===== src/flash_wp_pkg.sv =====
// constants, types and command codes of the flash status and write-protect block
// assumes a 100 MHz system clock and a command framer that hands over decoded commands
//
// Overview of operation
// - status low byte is lock mode 0, block protect 4..0, write latch, busy flag.
// - status high byte is erase suspended, complement, three locks, program suspended, quad, lock 1.
// - busy flag is 1 during program, erase or status write, else 0.
// - write latch at 0 rejects status write, program and erase commands.
// - program and sector or block erase into the protected region are refused.
// - block protect field changes by status write only outside hardware protected mode.
// - chip erase runs only with protect 2..0 all 0 and complement clear, or all 1 and set.
// - complement set inverts the protected region; 000 protects all, 111 nothing.
// - lock mode 00 accepts status writes with write latch set, whatever the protect pin.
// - lock mode 01 with protect pin low and quad enable 0 refuses every status write.
// - lock mode 01 with protect pin high accepts status writes when write latch is set.
// - lock mode 10 refuses status writes until a power cycle or completed software reset.
// - lock mode 11 refuses status writes permanently; the block returns it to 00 on power-up reset.
// - lock mode 10 returns to 00 on power cycle or completed software reset.
// - quad enable 0 keeps protect and pause pins as controls, 1 makes them data lines.
// - write latch clears on power-up, software reset, disable, status write, program, erase.
// - protect pin low with quad enable 0 guards block protect field and lock mode bits against change.
// - complement clear: 000 protects nothing, 111 all, others upper, lower, top or bottom parts.
package flash_wp_pkg;

  localparam int          ADDR_W      = 22;
  localparam logic [21:0] ARRAY_LAST  = 22'h3FFFFF;
  localparam logic [21:0] LARGE_UNIT  = 22'h010000;
  localparam logic [21:0] SMALL_UNIT  = 22'h001000;
  localparam logic [21:0] SPAN_PAGE   = 22'h0000FF;
  localparam logic [21:0] SPAN_SECTOR = 22'h000FFF;
  localparam logic [21:0] SPAN_BLK32  = 22'h007FFF;
  localparam logic [21:0] SPAN_BLK64  = 22'h00FFFF;

  localparam logic [7:0] CMD_LATCH_SET    = 8'h06;
  localparam logic [7:0] CMD_LATCH_CLEAR  = 8'h04;
  localparam logic [7:0] CMD_STATUS_WRITE = 8'h01;
  localparam logic [7:0] CMD_PAGE_WRITE   = 8'h02;
  localparam logic [7:0] CMD_QUAD_WRITE   = 8'h32;
  localparam logic [7:0] CMD_SECTOR_WIPE  = 8'h20;
  localparam logic [7:0] CMD_BLOCK32_WIPE = 8'h52;
  localparam logic [7:0] CMD_BLOCK64_WIPE = 8'hD8;
  localparam logic [7:0] CMD_CHIP_WIPE_A  = 8'h60;
  localparam logic [7:0] CMD_CHIP_WIPE_B  = 8'hC7;
  localparam logic [7:0] CMD_RESET_ARM    = 8'h66;
  localparam logic [7:0] CMD_RESET_GO     = 8'h99;

  // low byte fields
  localparam int LOCK0_BIT = 7;
  localparam int BP_LSB    = 2;
  localparam int WEL_BIT   = 1;
  // high byte fields, as bit positions of the 16-bit write data
  localparam int ESUS_BIT  = 15;
  localparam int CMP_BIT   = 14;
  localparam int LB_LSB    = 11;
  localparam int PSUS_BIT  = 10;
  localparam int QE_BIT    = 9;
  localparam int LOCK1_BIT = 8;

  localparam logic [4:0] BP_RST    = 5'h00;
  localparam logic [2:0] LB_RST    = 3'h0;
  localparam logic       CMP_RST   = 1'b0;
  localparam logic       QE_RST    = 1'b0;
  localparam logic [1:0] LOCK_RST  = 2'h0;

  localparam int CLK_PERIOD_NS     = 10;
  localparam int STATUS_WRITE_NS   = 5000;
  localparam int STATUS_WRITE_CYC  = (STATUS_WRITE_NS + CLK_PERIOD_NS - 1) / CLK_PERIOD_NS;
  localparam int WCNT_W            = 9;

  // lock mode as {lock 1, lock 0}
  localparam logic [1:0] LOCK_SOFT  = 2'h0;
  localparam logic [1:0] LOCK_HW    = 2'h1;
  localparam logic [1:0] LOCK_POWER = 2'h2;

  typedef enum logic [1:0] {
    ST_IDLE   = 2'b00,
    ST_STATUS = 2'b01,
    ST_ARRAY  = 2'b11
  } busy_state_t;

endpackage : flash_wp_pkg


===== src/flash_status_write_protect.sv =====
// status registers and write gating of the serial flash
// assumes a same-clock framer delivering whole commands and a datapath reporting op_done_i
`timescale 1ns/1ps
module flash_status_write_protect
  import flash_wp_pkg::*;
(
  // clock, reset, enable
  input  wire logic        clk_i,
  input  wire logic        rst_n_i,
  input  wire logic        ce_i,
  // protect pin, asynchronous
  input  wire logic        wp_pin_n_i,
  // decoded command from the framer
  input  wire logic        cmd_valid_i,
  input  wire logic [7:0]  cmd_code_i,
  input  wire logic [23:0] cmd_addr_i,
  input  wire logic [15:0] cmd_data_i,
  input  wire logic        cmd_two_bytes_i,
  // array datapath and suspend sequencer
  input  wire logic        op_done_i,
  input  wire logic        erase_suspend_i,
  input  wire logic        program_suspend_i,
  input  wire logic        resume_i,
  // status bytes
  output logic [7:0]       status_low_o,
  output logic [7:0]       status_high_o,
  // command outcome
  output logic             op_start_o,
  output logic [7:0]       op_code_o,
  output logic [21:0]      op_addr_o,
  output logic             cmd_refused_o,
  output logic             quad_pins_o
);

  function automatic logic is_array_write(input logic [7:0] code);
    is_array_write = (code == CMD_PAGE_WRITE) || (code == CMD_QUAD_WRITE) ||
                     (code == CMD_SECTOR_WIPE) || (code == CMD_BLOCK32_WIPE) ||
                     (code == CMD_BLOCK64_WIPE);
  endfunction : is_array_write

  function automatic logic is_chip_wipe(input logic [7:0] code);
    is_chip_wipe = (code == CMD_CHIP_WIPE_A) || (code == CMD_CHIP_WIPE_B);
  endfunction : is_chip_wipe

  function automatic logic [21:0] span_of(input logic [7:0] code);
    case (code)
      CMD_SECTOR_WIPE:  span_of = SPAN_SECTOR;
      CMD_BLOCK32_WIPE: span_of = SPAN_BLK32;
      CMD_BLOCK64_WIPE: span_of = SPAN_BLK64;
      default:          span_of = SPAN_PAGE;
    endcase
  endfunction : span_of

  logic              wp_meta_reg;
  logic              wp_sync_reg;
  logic [4:0]        bp_reg;
  logic              lock0_reg;
  logic              lock1_reg;
  logic              cmp_reg;
  logic              qe_reg;
  logic [2:0]        lb_reg;
  logic              wel_reg;
  logic              busy_reg;
  logic              esus_reg;
  logic              psus_reg;
  logic              rst_armed_reg;
  logic [WCNT_W-1:0] wcnt_reg;
  busy_state_t       state_reg;
  busy_state_t       state_next;

  logic              prot_none;
  logic [21:0]       prot_lo;
  logic [21:0]       prot_hi;
  logic [21:0]       span;
  logic [21:0]       first;
  logic [21:0]       last;
  logic              hit;
  logic              wp_high;
  logic              status_ok;
  logic              chip_ok;
  logic              is_status_write_cmd;
  logic              is_arr;
  logic              is_chip;
  logic              write_class;
  logic              take_write;
  logic              accept_status_write_cmd;
  logic              accept_arr;
  logic              sw_reset;
  logic              guard;

  // the protect pin is asynchronous to clk_i
  always_ff @(posedge clk_i)
  begin
    if (!rst_n_i)
    begin
      wp_meta_reg <= 1'b1;
      wp_sync_reg <= 1'b1;
    end
    else if (ce_i)
    begin
      wp_meta_reg <= wp_pin_n_i;
      wp_sync_reg <= wp_meta_reg;
    end
  end

  protect_region_decode u_region (
    .bp_i   (bp_reg),
    .cmp_i  (cmp_reg),
    .none_o (prot_none),
    .lo_o   (prot_lo),
    .hi_o   (prot_hi)
  );

  always_comb
  begin
    // with quad enable set the pin carries data, so it cannot act as a protect level
    wp_high     = wp_sync_reg | qe_reg;
    guard       = ~wp_high;
    is_status_write_cmd     = cmd_code_i == CMD_STATUS_WRITE;
    is_arr      = is_array_write(cmd_code_i);
    is_chip     = is_chip_wipe(cmd_code_i);
    write_class = is_status_write_cmd | is_arr | is_chip;
    take_write  = cmd_valid_i & write_class & ~busy_reg;
    span        = span_of(cmd_code_i);
    first       = cmd_addr_i[21:0] & ~span;
    last        = first | span;
    hit         = ~prot_none & (last >= prot_lo) & (first <= prot_hi);
    case ({lock1_reg, lock0_reg})
      LOCK_SOFT: status_ok = 1'b1;
      LOCK_HW:   status_ok = wp_high;
      default:   status_ok = 1'b0;
    endcase
    chip_ok     = ((bp_reg[2:0] == 3'd0) & ~cmp_reg) |
                  ((bp_reg[2:0] == 3'd7) & cmp_reg);
    accept_status_write_cmd = take_write & is_status_write_cmd & wel_reg & status_ok;
    accept_arr  = take_write & wel_reg &
                  ((is_arr & ~hit) | (is_chip & chip_ok));
    sw_reset    = cmd_valid_i & ~busy_reg & rst_armed_reg & (cmd_code_i == CMD_RESET_GO);
  end

  always_comb
  begin
    state_next = state_reg;
    case (state_reg)
      ST_IDLE:
      begin
        if (accept_status_write_cmd)
        begin
          state_next = ST_STATUS;
        end
        else if (accept_arr)
        begin
          state_next = ST_ARRAY;
        end
      end
      ST_STATUS:
      begin
        if (wcnt_reg == '0)
        begin
          state_next = ST_IDLE;
        end
      end
      ST_ARRAY:
      begin
        if (op_done_i)
        begin
          state_next = ST_IDLE;
        end
      end
      default:
      begin
        state_next = ST_IDLE;
      end
    endcase
  end

  always_ff @(posedge clk_i)
  begin
    if (!rst_n_i)
    begin
      state_reg <= ST_IDLE;
      busy_reg  <= 1'b0;
      wcnt_reg  <= '0;
    end
    else if (ce_i)
    begin
      state_reg <= state_next;
      busy_reg  <= state_next != ST_IDLE;
      if (accept_status_write_cmd)
      begin
        wcnt_reg <= WCNT_W'(STATUS_WRITE_CYC - 2);
      end
      else if (wcnt_reg != '0)
      begin
        wcnt_reg <= wcnt_reg - 1'b1;
      end
    end
  end

  // the arm flag only survives until the very next command
  always_ff @(posedge clk_i)
  begin
    if (!rst_n_i)
    begin
      rst_armed_reg <= 1'b0;
    end
    else if (ce_i && cmd_valid_i)
    begin
      rst_armed_reg <= cmd_code_i == CMD_RESET_ARM;
    end
  end

  always_ff @(posedge clk_i)
  begin
    if (!rst_n_i)
    begin
      wel_reg <= 1'b0;
    end
    else if (ce_i)
    begin
      if (cmd_valid_i && cmd_code_i == CMD_LATCH_SET)
      begin
        wel_reg <= 1'b1;
      end
      else if (sw_reset || take_write ||
               (cmd_valid_i && cmd_code_i == CMD_LATCH_CLEAR))
      begin
        wel_reg <= 1'b0;
      end
    end
  end

  // power-up reset stands for a power cycle, so every lock mode returns to its default here
  always_ff @(posedge clk_i)
  begin
    if (!rst_n_i)
    begin
      bp_reg    <= BP_RST;
      lock0_reg <= LOCK_RST[0];
      lock1_reg <= LOCK_RST[1];
      cmp_reg   <= CMP_RST;
      qe_reg    <= QE_RST;
      lb_reg    <= LB_RST;
    end
    else if (ce_i)
    begin
      if (accept_status_write_cmd)
      begin
        if (!guard)
        begin
          bp_reg    <= cmd_data_i[BP_LSB +: 5];
          lock0_reg <= cmd_data_i[LOCK0_BIT];
          if (cmd_two_bytes_i)
          begin
            lock1_reg <= cmd_data_i[LOCK1_BIT];
          end
        end
        if (cmd_two_bytes_i)
        begin
          cmp_reg <= cmd_data_i[CMP_BIT];
          qe_reg  <= cmd_data_i[QE_BIT];
          // lock bits are one-time: they can only be set
          lb_reg  <= lb_reg | cmd_data_i[LB_LSB +: 3];
        end
      end
      else if (sw_reset && {lock1_reg, lock0_reg} == LOCK_POWER)
      begin
        lock0_reg <= 1'b0;
        lock1_reg <= 1'b0;
      end
    end
  end

  // a suspend that lands with the clear still sets the flag
  always_ff @(posedge clk_i)
  begin
    if (!rst_n_i)
    begin
      esus_reg <= 1'b0;
      psus_reg <= 1'b0;
    end
    else if (ce_i)
    begin
      esus_reg <= erase_suspend_i | (esus_reg & ~resume_i & ~sw_reset);
      psus_reg <= program_suspend_i | (psus_reg & ~resume_i & ~sw_reset);
    end
  end

  always_ff @(posedge clk_i)
  begin
    if (!rst_n_i)
    begin
      op_start_o    <= 1'b0;
      op_code_o     <= 8'h00;
      op_addr_o     <= 22'h000000;
      cmd_refused_o <= 1'b0;
    end
    else if (ce_i)
    begin
      op_start_o    <= accept_arr;
      cmd_refused_o <= cmd_valid_i & write_class & ~accept_arr & ~accept_status_write_cmd;
      if (accept_arr)
      begin
        op_code_o <= cmd_code_i;
        op_addr_o <= cmd_addr_i[21:0];
      end
    end
  end

  always_ff @(posedge clk_i)
  begin
    if (!rst_n_i)
    begin
      quad_pins_o <= 1'b0;
    end
    else if (ce_i)
    begin
      quad_pins_o <= qe_reg;
    end
  end

  assign status_low_o  = {lock0_reg, bp_reg, wel_reg, busy_reg};
  assign status_high_o = {esus_reg, cmp_reg, lb_reg, psus_reg, qe_reg, lock1_reg};

endmodule : flash_status_write_protect


===== src/protect_region_decode.sv =====
// combinational decode of block protect and complement into one protected address range
// assumes a 4 MB array; the range is contiguous in every mode, so lo/hi describe it fully
`timescale 1ns/1ps
module protect_region_decode
  import flash_wp_pkg::*;
(
  // protection setting
  input  wire logic [4:0]  bp_i,
  input  wire logic        cmp_i,
  // protected range, inclusive
  output logic             none_o,
  output logic [21:0]      lo_o,
  output logic [21:0]      hi_o
);

  logic [2:0]  code;
  logic [2:0]  shift;
  logic [21:0] size;

  always_comb
  begin
    code  = bp_i[2:0];
    shift = 3'(code - 3'd1);
    if (bp_i[4] && code >= 3'd4)
    begin
      shift = 3'd3;
    end
    size = (bp_i[4] ? SMALL_UNIT : LARGE_UNIT) << shift;
  end

  always_comb
  begin
    none_o = 1'b0;
    lo_o   = 22'h000000;
    hi_o   = ARRAY_LAST;
    if (code == 3'd0)
    begin
      none_o = ~cmp_i;
    end
    else if (code == 3'd7)
    begin
      none_o = cmp_i;
    end
    else if (!bp_i[3])
    begin
      // top region; complement keeps everything below it
      if (cmp_i)
      begin
        hi_o = 22'(ARRAY_LAST - size);
      end
      else
      begin
        lo_o = 22'(ARRAY_LAST - size + 22'd1);
      end
    end
    else
    begin
      if (cmp_i)
      begin
        lo_o = size;
      end
      else
      begin
        hi_o = 22'(size - 22'd1);
      end
    end
  end

endmodule : protect_region_decode


===== config.mk =====
export PLATFORM = sky130hd
export DESIGN_NAME = flash_status_write_protect
export DESIGN_NICKNAME = d
export VERILOG_FILES = /design/src/flash_wp_pkg.sv /design/src/flash_status_write_protect.sv /design/src/protect_region_decode.sv
export SDC_FILE = /design/constraint.sdc
export NUM_CORES = 1
export LEC_CHECK = 0
export BUFFER_PORTS_ARGS = -buffer_cell sky130_fd_sc_hd__buf_2
export CAP_MARGIN = 20
export CORE_ASPECT_RATIO = 1.2
export CORE_MARGIN = 2
export CORE_UTILIZATION = 25
export DETAILED_ROUTE_END_ITERATION = 10
export MAX_ROUTING_LAYER = met4
export RECOVER_POWER = 50
export SLEW_MARGIN = 20
export SYNTH_ARGS = -nofsm -noshare
export SYNTH_HDL_FRONTEND = slang
export SYNTH_SLANG_ARGS = --single-unit

===== constraint.sdc =====
create_clock -name clk_i -period 3.8 [get_ports clk_i]
set_clock_uncertainty 0.05 [all_clocks]
set_input_delay 0.38 -clock clk_i [delete_from_list [all_inputs] [get_ports clk_i]]
set_output_delay 0.38 -clock clk_i [all_outputs]
set_load 0.02 [all_outputs]

Word-level counts from Yosys, hierarchy flattened
Cells that the tools add are included.
{"block": "word_totals", "reg_bits": 63, "input_bits": 58}
{"block": "classes", "n_addsub": 5, "magnitude_cmp": 3, "n_eq_ne": 19, "n_shift": 1, "mux": 31, "bitwise_logic": 41, "reduce_logical": 28}
{"operator": "$mux W22", "n": 10}
{"operator": "$pmux W16 S3", "n": 1}
{"operator": "$eq A8 B7 Y1 const B", "n": 3}
{"operator": "$eq A8 B8 Y1 const B", "n": 3}
{"operator": "$add A22 B1 Y22 const B", "n": 1}
{"operator": "$and A1 B1 Y1", "n": 22}
{"operator": "$and A22 B22 Y22", "n": 1}
{"operator": "$ge A22 B22 Y1", "n": 1}
{"operator": "$le A22 B22 Y1", "n": 1}
{"operator": "$not A22 Y22", "n": 1}
{"operator": "$or A22 B22 Y22", "n": 1}
{"operator": "$shl A22 B3 Y22", "n": 1}
{"operator": "$sub A22 B1 Y22 const B", "n": 1}
{"operator": "$sub A22 B22 Y22 const A", "n": 1}
{"operator": "$mux W9", "n": 2}
{"operator": "$mux W17", "n": 1}
{"operator": "$eq A8 B3 Y1 const B", "n": 2}
{"operator": "$eq A8 B6 Y1 const B", "n": 2}
{"operator": "$mux W1", "n": 10}
{"operator": "$logic_not A9 Y1", "n": 1}
{"operator": "$reduce_and A3 Y1", "n": 3}
{"operator": "$reduce_bool A9 Y1", "n": 1}
{"operator": "$sub A9 B1 Y9 const B", "n": 1}
{"operator": "$eq A8 B1 Y1 const B", "n": 1}
{"operator": "21 further kinds", "n": 56}

Longest topological paths before layout
{"block": "depth", "ltp_word": 21, "depth_mapped": 18}

Hierarchy
Synthesis repeated with hierarchy kept, for this count alone.
{"block": "hier_totals", "cells_unflattened": 634, "area_unflattened_um2": 4762.1}
{"mod": "flash_status_write_protect", "n_inst": 1, "cells_per_inst": 480, "area_per_inst_um2": 3776.1}
{"mod": "protect_region_decode", "n_inst": 1, "cells_per_inst": 154, "area_per_inst_um2": 985.9}

Least setup slack after synthesis
No wires, ideal clock.
{"block": "synth_timing", "path_type": "register to register", "start": "register bp_reg[0]", "end": "register op_addr_o[10]", "setup_time_ps": 72, "arrival_time_ps": 3766, "required_ps": 3678, "slack_ps": -88, "stages_incl_launch_ff": 19, "path_buffers": 2, "period_less_slack_ps": 3888, "cell_sequence": "dfxtp_1 inv_1 ha_1 clkbuf_1 and3_1 nand3_1 ha_1 nand3_1 xnor2_1 o22ai_1 nand2_1 ha_1 a2111oi_0 o21ai_0 a21oi_1 a2111oi_2 nor3_2 buf_2 mux2i_1"}
{"block": "synth_via", "elab_chain_cells": 18, "elab_cells_between_ends": 36, "cone_classes": "add/sub (4); order compare (3); eq/ne (1); shift (1); mux (13); bitwise (11); reduce/logical (3)"}
{"element": "start, declared", "line": "flash_status_write_protect.sv:56", "source": "logic [4:0] bp_reg;"}
{"element": "start signal, assigned", "line": "flash_status_write_protect.sv:251", "source": "bp_reg <= cmd_data_i[BP_LSB +: 5];"}
{"element": "$ge A3 B3 Y1", "line": "protect_region_decode.sv:24", "source": "if (bp_i[4] && code >= 3'd4)"}
{"element": "$logic_and A1 B1 Y1", "line": "protect_region_decode.sv:24"}
{"element": "$mux W3", "line": "protect_region_decode.sv:24"}
{"element": "$shl A22 B3 Y22", "line": "protect_region_decode.sv:28", "source": "size = (bp_i[4] ? SMALL_UNIT : LARGE_UNIT) << shift;"}
{"element": "$sub A22 B22 Y22", "line": "protect_region_decode.sv:49, protect_region_decode.sv:53"}
{"element": "$add A22 B1 Y22", "line": "protect_region_decode.sv:53", "source": "lo_o = 22'(ARRAY_LAST - size + 22'd1);"}
{"element": "$mux W22", "line": "protect_region_decode.sv:47", "source": "if (cmp_i)"}
{"element": "$mux W22", "line": "protect_region_decode.sv:44", "source": "else if (!bp_i[3])"}
{"element": "$mux W22", "line": "protect_region_decode.sv:40", "source": "else if (code == 3'd7)"}
{"element": "$mux W22", "line": "protect_region_decode.sv:36", "source": "if (code == 3'd0)"}
{"element": "$ge A22 B22 Y1", "line": "flash_status_write_protect.sv:127", "source": "hit = ~prot_none & (last >= prot_lo) & (first <= prot_hi);"}
{"element": "$and A1 B1 Y1 (2 in series)", "line": "flash_status_write_protect.sv:127"}
{"element": "$not A1 Y1", "line": "flash_status_write_protect.sv:137", "source": "((is_arr & ~hit) | (is_chip & chip_ok));"}
{"element": "$and A1 B1 Y1", "line": "flash_status_write_protect.sv:137"}
{"element": "$or A1 B1 Y1 (*)", "line": "flash_status_write_protect.sv:137"}
{"element": "$and A1 B1 Y1 (*)", "line": "flash_status_write_protect.sv:136", "source": "accept_arr = take_write & wel_reg &"}
{"element": "$reduce_and A2 Y1 (no source line) (*)"}
{"element": "end signal, assigned", "line": "flash_status_write_protect.sv:305", "source": "op_addr_o <= cmd_addr_i[21:0];"}
{"element": "end, declared", "line": "flash_status_write_protect.sv:30", "source": "output logic [21:0] op_addr_o,"}
Mark *: on every way between the ends. The rest lies on a longest branch, timed or not.
A chain may end at the register's enable or synchronous reset.

Final worst setup path
{"block": "layout_timing", "start": "register bp_reg[0]", "end": "register op_start_o"}
{"block": "layout_via", "elab_chain_cells": 17, "elab_cells_between_ends": 35, "cone_classes": "add/sub (4); order compare (3); eq/ne (1); shift (1); mux (13); bitwise (11); reduce/logical (2)"}
{"element": "$ge A3 B3 Y1", "line": "protect_region_decode.sv:24"}
{"element": "$logic_and A1 B1 Y1", "line": "protect_region_decode.sv:24"}
{"element": "$mux W3", "line": "protect_region_decode.sv:24"}
{"element": "$shl A22 B3 Y22", "line": "protect_region_decode.sv:28"}
{"element": "$sub A22 B22 Y22", "line": "protect_region_decode.sv:49, protect_region_decode.sv:53"}
{"element": "$add A22 B1 Y22", "line": "protect_region_decode.sv:53"}
{"element": "$mux W22", "line": "protect_region_decode.sv:47"}
{"element": "$mux W22", "line": "protect_region_decode.sv:44"}
{"element": "$mux W22", "line": "protect_region_decode.sv:40"}
{"element": "$mux W22", "line": "protect_region_decode.sv:36"}
{"element": "$ge A22 B22 Y1", "line": "flash_status_write_protect.sv:127"}
{"element": "$and A1 B1 Y1 (2 in series)", "line": "flash_status_write_protect.sv:127"}
{"element": "$not A1 Y1", "line": "flash_status_write_protect.sv:137"}
{"element": "$and A1 B1 Y1", "line": "flash_status_write_protect.sv:137"}
{"element": "$or A1 B1 Y1 (*)", "line": "flash_status_write_protect.sv:137"}
{"element": "$and A1 B1 Y1 (*)", "line": "flash_status_write_protect.sv:136"}
{"element": "end signal, assigned", "line": "flash_status_write_protect.sv:300", "source": "op_start_o <= accept_arr;"}
{"element": "end, declared", "line": "flash_status_write_protect.sv:28", "source": "output logic op_start_o,"}
Marked as above.

==> impl_metrics.py <==
metrics = {
    "worst_setup_path": {
        "cp.arrival_ps": 3690,
        "worstSetupStartpointType": "register",
        "crit_fanout": 6,
        "critical_path.endpoint_type": "register",
        "path_class": "register to register",
        "required_ps": 3950,
    },
    "clocking": {
        "cts_tree": "yes",
        "htreeDepth": 3,
        "clk_pin_slew_ps": 60,
        "cts_buffers": 9,
        "insertion_delay_ps": 330,
        "clock_sinks": 63,
        "root_buffer": "clkbuf_16",
        "postCtsHoldBufs": 0,
        "clockBufferDepth": 2,
    },
    "synthesis": {
        "synth-edff-count": 0,
        "synthCells": 509,
        "ys_types": 59,
        "syn_area_mm2": 0.00410,
        "ys_seq_elements": 63,
        "seq_area_frac_synth": 0.308,
        "synth_warnings": 0,
        "avgSynthCellArea_um2": 8.06,
        "synth_flop_cell": "dfxtp_1",
        "synth-async-reset-ratio": 0,
        "syn_nets": 592,
    },
    "floorplan": {
        "io_pins": 107,
        "die_w_um": 121,
        "num_rows": 51,
        "start_util": 0.254,
        "core-area_mm2": 0.0161,
        "die_area_mm2": 0.0174,
        "die_y_um": 144,
    },
    "timing": {
        "maxSlewViolCount": 52,
        "period_needed_ps": 3540,
        "tightest_slew_ps": 2150,
        "fmax_ghz": 0.283,
        "hold_violations": 0,
        "relSlewSlack": -0.435,
        "finalCritPeriodShare": 0.931,
        "fin_setup_tns_ps": 0,
        "hold_ws_ps": 227,
        "rsz0062_at_grt": "no",
        "setup_viol_count_final": 0,
    },
    "final_layout": {
        "largest_reg_flops": 22,
        "syn2layout_area_growth_pct": 24.5,
        "final_nets": 683,
        "drive_gt1_frac": 0.175,
        "postLayoutCellArea_mm2": 0.00511,
    },
    "global_routing": {
        "grt_util_all_layers": 0.129,
        "grt_overflow": 0,
        "antenna_found_initial": 2,
        "grt_max_degree": 52,
        "grt_pass1_wl_mm": 17.3,
        "grt_pass1_vias": 3518,
    },
    "placement": {
        "post-dp-hpwl_mm": 8.47,
        "place_area_mm2": 0.00479,
        "gp_congestion": 0.896,
        "port_buffers": 100,
    },
    "pwr": {
        "p_per_area_mw_per_mm2": 371,
        "vdd_ir_drop_max_mv": 0.187,
        "p_leak_nw": 1.93,
    },
    "detailed_routing": {
        "drcViolationCount": 0,
        "routedWlPerCell_um": 13.7,
        "via_per_inst": 4.58,
        "ant_nets": 0,
        "dr.pass1.iters": 4,
        "drtIter0Drc": 132,
        "wirelength_mm": 11.2,
        "vias": 3754,
    },
    "run_status": {
        "violations": "capacitance limit, slew limit",
        "status": "finished, violations left",
    },
    "job": {
        "drv_cap": 1,
    },
    "hold_path": {
        "hold_path_class": "input pin to register",
    },
}
## stage by stage
| step | instances | util | setup slack, ps | power (mW) |
|---|---|---|---|---|
| after detailed placement | 797 | 0.297 | 97.7 | 1.09 |
| after global routing | 819 | 0.316 | 19.9 | 2.00 |
| after floorplan | 509 | - | 24.8 | 1.01 |
| after CTS | 813 | 0.315 | 58.7 | 1.93 |
| final | 819 | 0.316 | 263 | 1.89 |
| after global placement | 797 | 0.297 | 75.2 | 1.09 |
## worst max-delay path, cell delays in order (launching register included)
cell       delay (ps)
dfxtp_2           320
inv_1              60
ha_1              270
xnor2_2           210
mux2_2            240
nor2b_2           250
xor2_1            170
a22oi_1            80
nor2_1            150
ha_1              250
nand2_1            80
o21a_1            120
o211ai_1          110
a2111oi_4         500
nor3_4             60
buf_4             160
buf_4             160
o21a_1            160
## Yosys cell counts (all sizes together), types with 2 or more instances
| library cell | instances | area (um2) |
|---|---|---|
| or2 | 5 | 31.3 |
| nor2 | 33 | 140 |
| a21o | 2 | 15.0 |
| a211o | 2 | 17.5 |
| xor2 | 5 | 43.8 |
| and2 | 3 | 18.8 |
| nor3 | 11 | 60.1 |
| or4b | 2 | 20.0 |
| nor4 | 6 | 37.5 |
| and3 | 2 | 12.5 |
| nand3b | 2 | 15.0 |
| a2111oi | 2 | 23.8 |
| nand2 | 95 | 357 |
| nor2b | 26 | 163 |
| dfxtp | 63 | 1260 |
| ha | 25 | 313 |
| inv | 11 | 41.3 |
| a21boi | 6 | 48.8 |
| buf | 21 | 138 |
| o21a | 3 | 22.5 |
| nand3 | 12 | 60.1 |
| a21oi | 23 | 115 |
| clkbuf | 17 | 63.8 |
| a31oi | 2 | 12.5 |
| o22ai | 5 | 31.3 |
| a22oi | 4 | 30.0 |
| nand4b | 3 | 26.3 |
| or4 | 3 | 22.5 |
| mux2 | 3 | 33.8 |
| xnor2 | 11 | 96.3 |
| o211ai | 4 | 30.0 |
| o21ai | 18 | 101 |
| mux2i | 42 | 420 |
| nor3b | 7 | 52.6 |
| a211oi | 2 | 15.0 |
| nand4 | 6 | 37.5 |
| nand2b | 8 | 50.1 |
## timing repair
action	in CTS	in global routing
setup endpoints to repair	0	35
resized for setup	0	10
buffers inserted	0	3
## where the power goes
part / internal, mW / switching, mW
clock: 0.522 / 0.294
sequential: 0.706 / 0.0325
combinational: 0.156 / 0.182
total: 1.38 / 0.508
## per-layer routing
layer / wire, um / vias to the layer above / GRT usage
met2: 5840 / 58 / 0.225
li1: - / 1950 / -
met4: 238 / 0 / 0.0532
met1: 4750 / 1731 / 0.142
met5: 0 / - / -
met3: 367 / 15 / 0.0288
## cells by family (layout without fill, tap and decap cells)
| group | count (synthesis) | after routing | share of synthesized area |
|---|---|---|---|
| mux | 45 | 45 | 0.111 |
| other cells | 0 | 2 | 0 |
| xor+xnor | 16 | 16 | 0.0342 |
| fa+ha+maj | 25 | 25 | 0.0763 |
| flops | 63 | 63 | 0.308 |
| buf+inv | 49 | 145 | 0.0592 |
| simple gates | 229 | 229 | 0.280 |
| compound gates | 82 | 82 | 0.132 |
## layout by cell type, fill, tap and decap left out, types with 3 or more instances in the layout
| master | instances |
|---|---|
| nand4_1 | 6 |
| inv_1 | 11 |
| nor3b_1 | 6 |
| nor2b_1 | 25 |
| o211ai_1 | 4 |
| buf_2 | 51 |
| o22ai_1 | 5 |
| a21oi_1 | 22 |
| nand2b_1 | 8 |
| dfxtp_1 | 62 |
| a22oi_1 | 4 |
| buf_4 | 13 |
| or2_2 | 5 |
| or4_1 | 3 |
| a21boi_0 | 5 |
| nand3_1 | 11 |
| nor3_1 | 10 |
| xor2_1 | 5 |
| nand2_1 | 95 |
| clkinv_2 | 3 |
| clkbuf_1 | 54 |
| xnor2_1 | 10 |
| o21ai_0 | 17 |
| and2_1 | 3 |
| nor2_1 | 31 |
| nor4_1 | 6 |
| o21a_1 | 3 |
| mux2i_1 | 42 |
| clkbuf_16 | 10 |
| ha_1 | 23 |
| mux2_2 | 3 |
| nand4b_1 | 3 |
## layout make-up
type                            count  area, um2
Fill cell                        1753      11000
Clock inverter                      4       45.0
Clock buffer                       12        246
Timing Repair Buffer              118        593
Tap cell                          212        265
Inverter                           11       41.3
Sequential cell                    63       1260
Antenna cell                        2       5.00
Multi-Input combinational cell    397       2650
## final timing paths
path	to	slack, ps	from	cells after the start
worst max-delay path	op_start_o$_SDFFE_PN0P_	260	bp_reg[0]$_SDFFE_PN0P_	17
worst min-delay path	wp_meta_reg$_SDFFE_PN1P_	230	wp_pin_n_i	3
worst max register to register	op_start_o$_SDFFE_PN0P_	260	bp_reg[0]$_SDFFE_PN0P_	17
worst min register to register	op_code_o[2]$_SDFFE_PN0P_	400	op_code_o[2]$_SDFFE_PN0P_	2
Power figures use the tool's default switching activity.
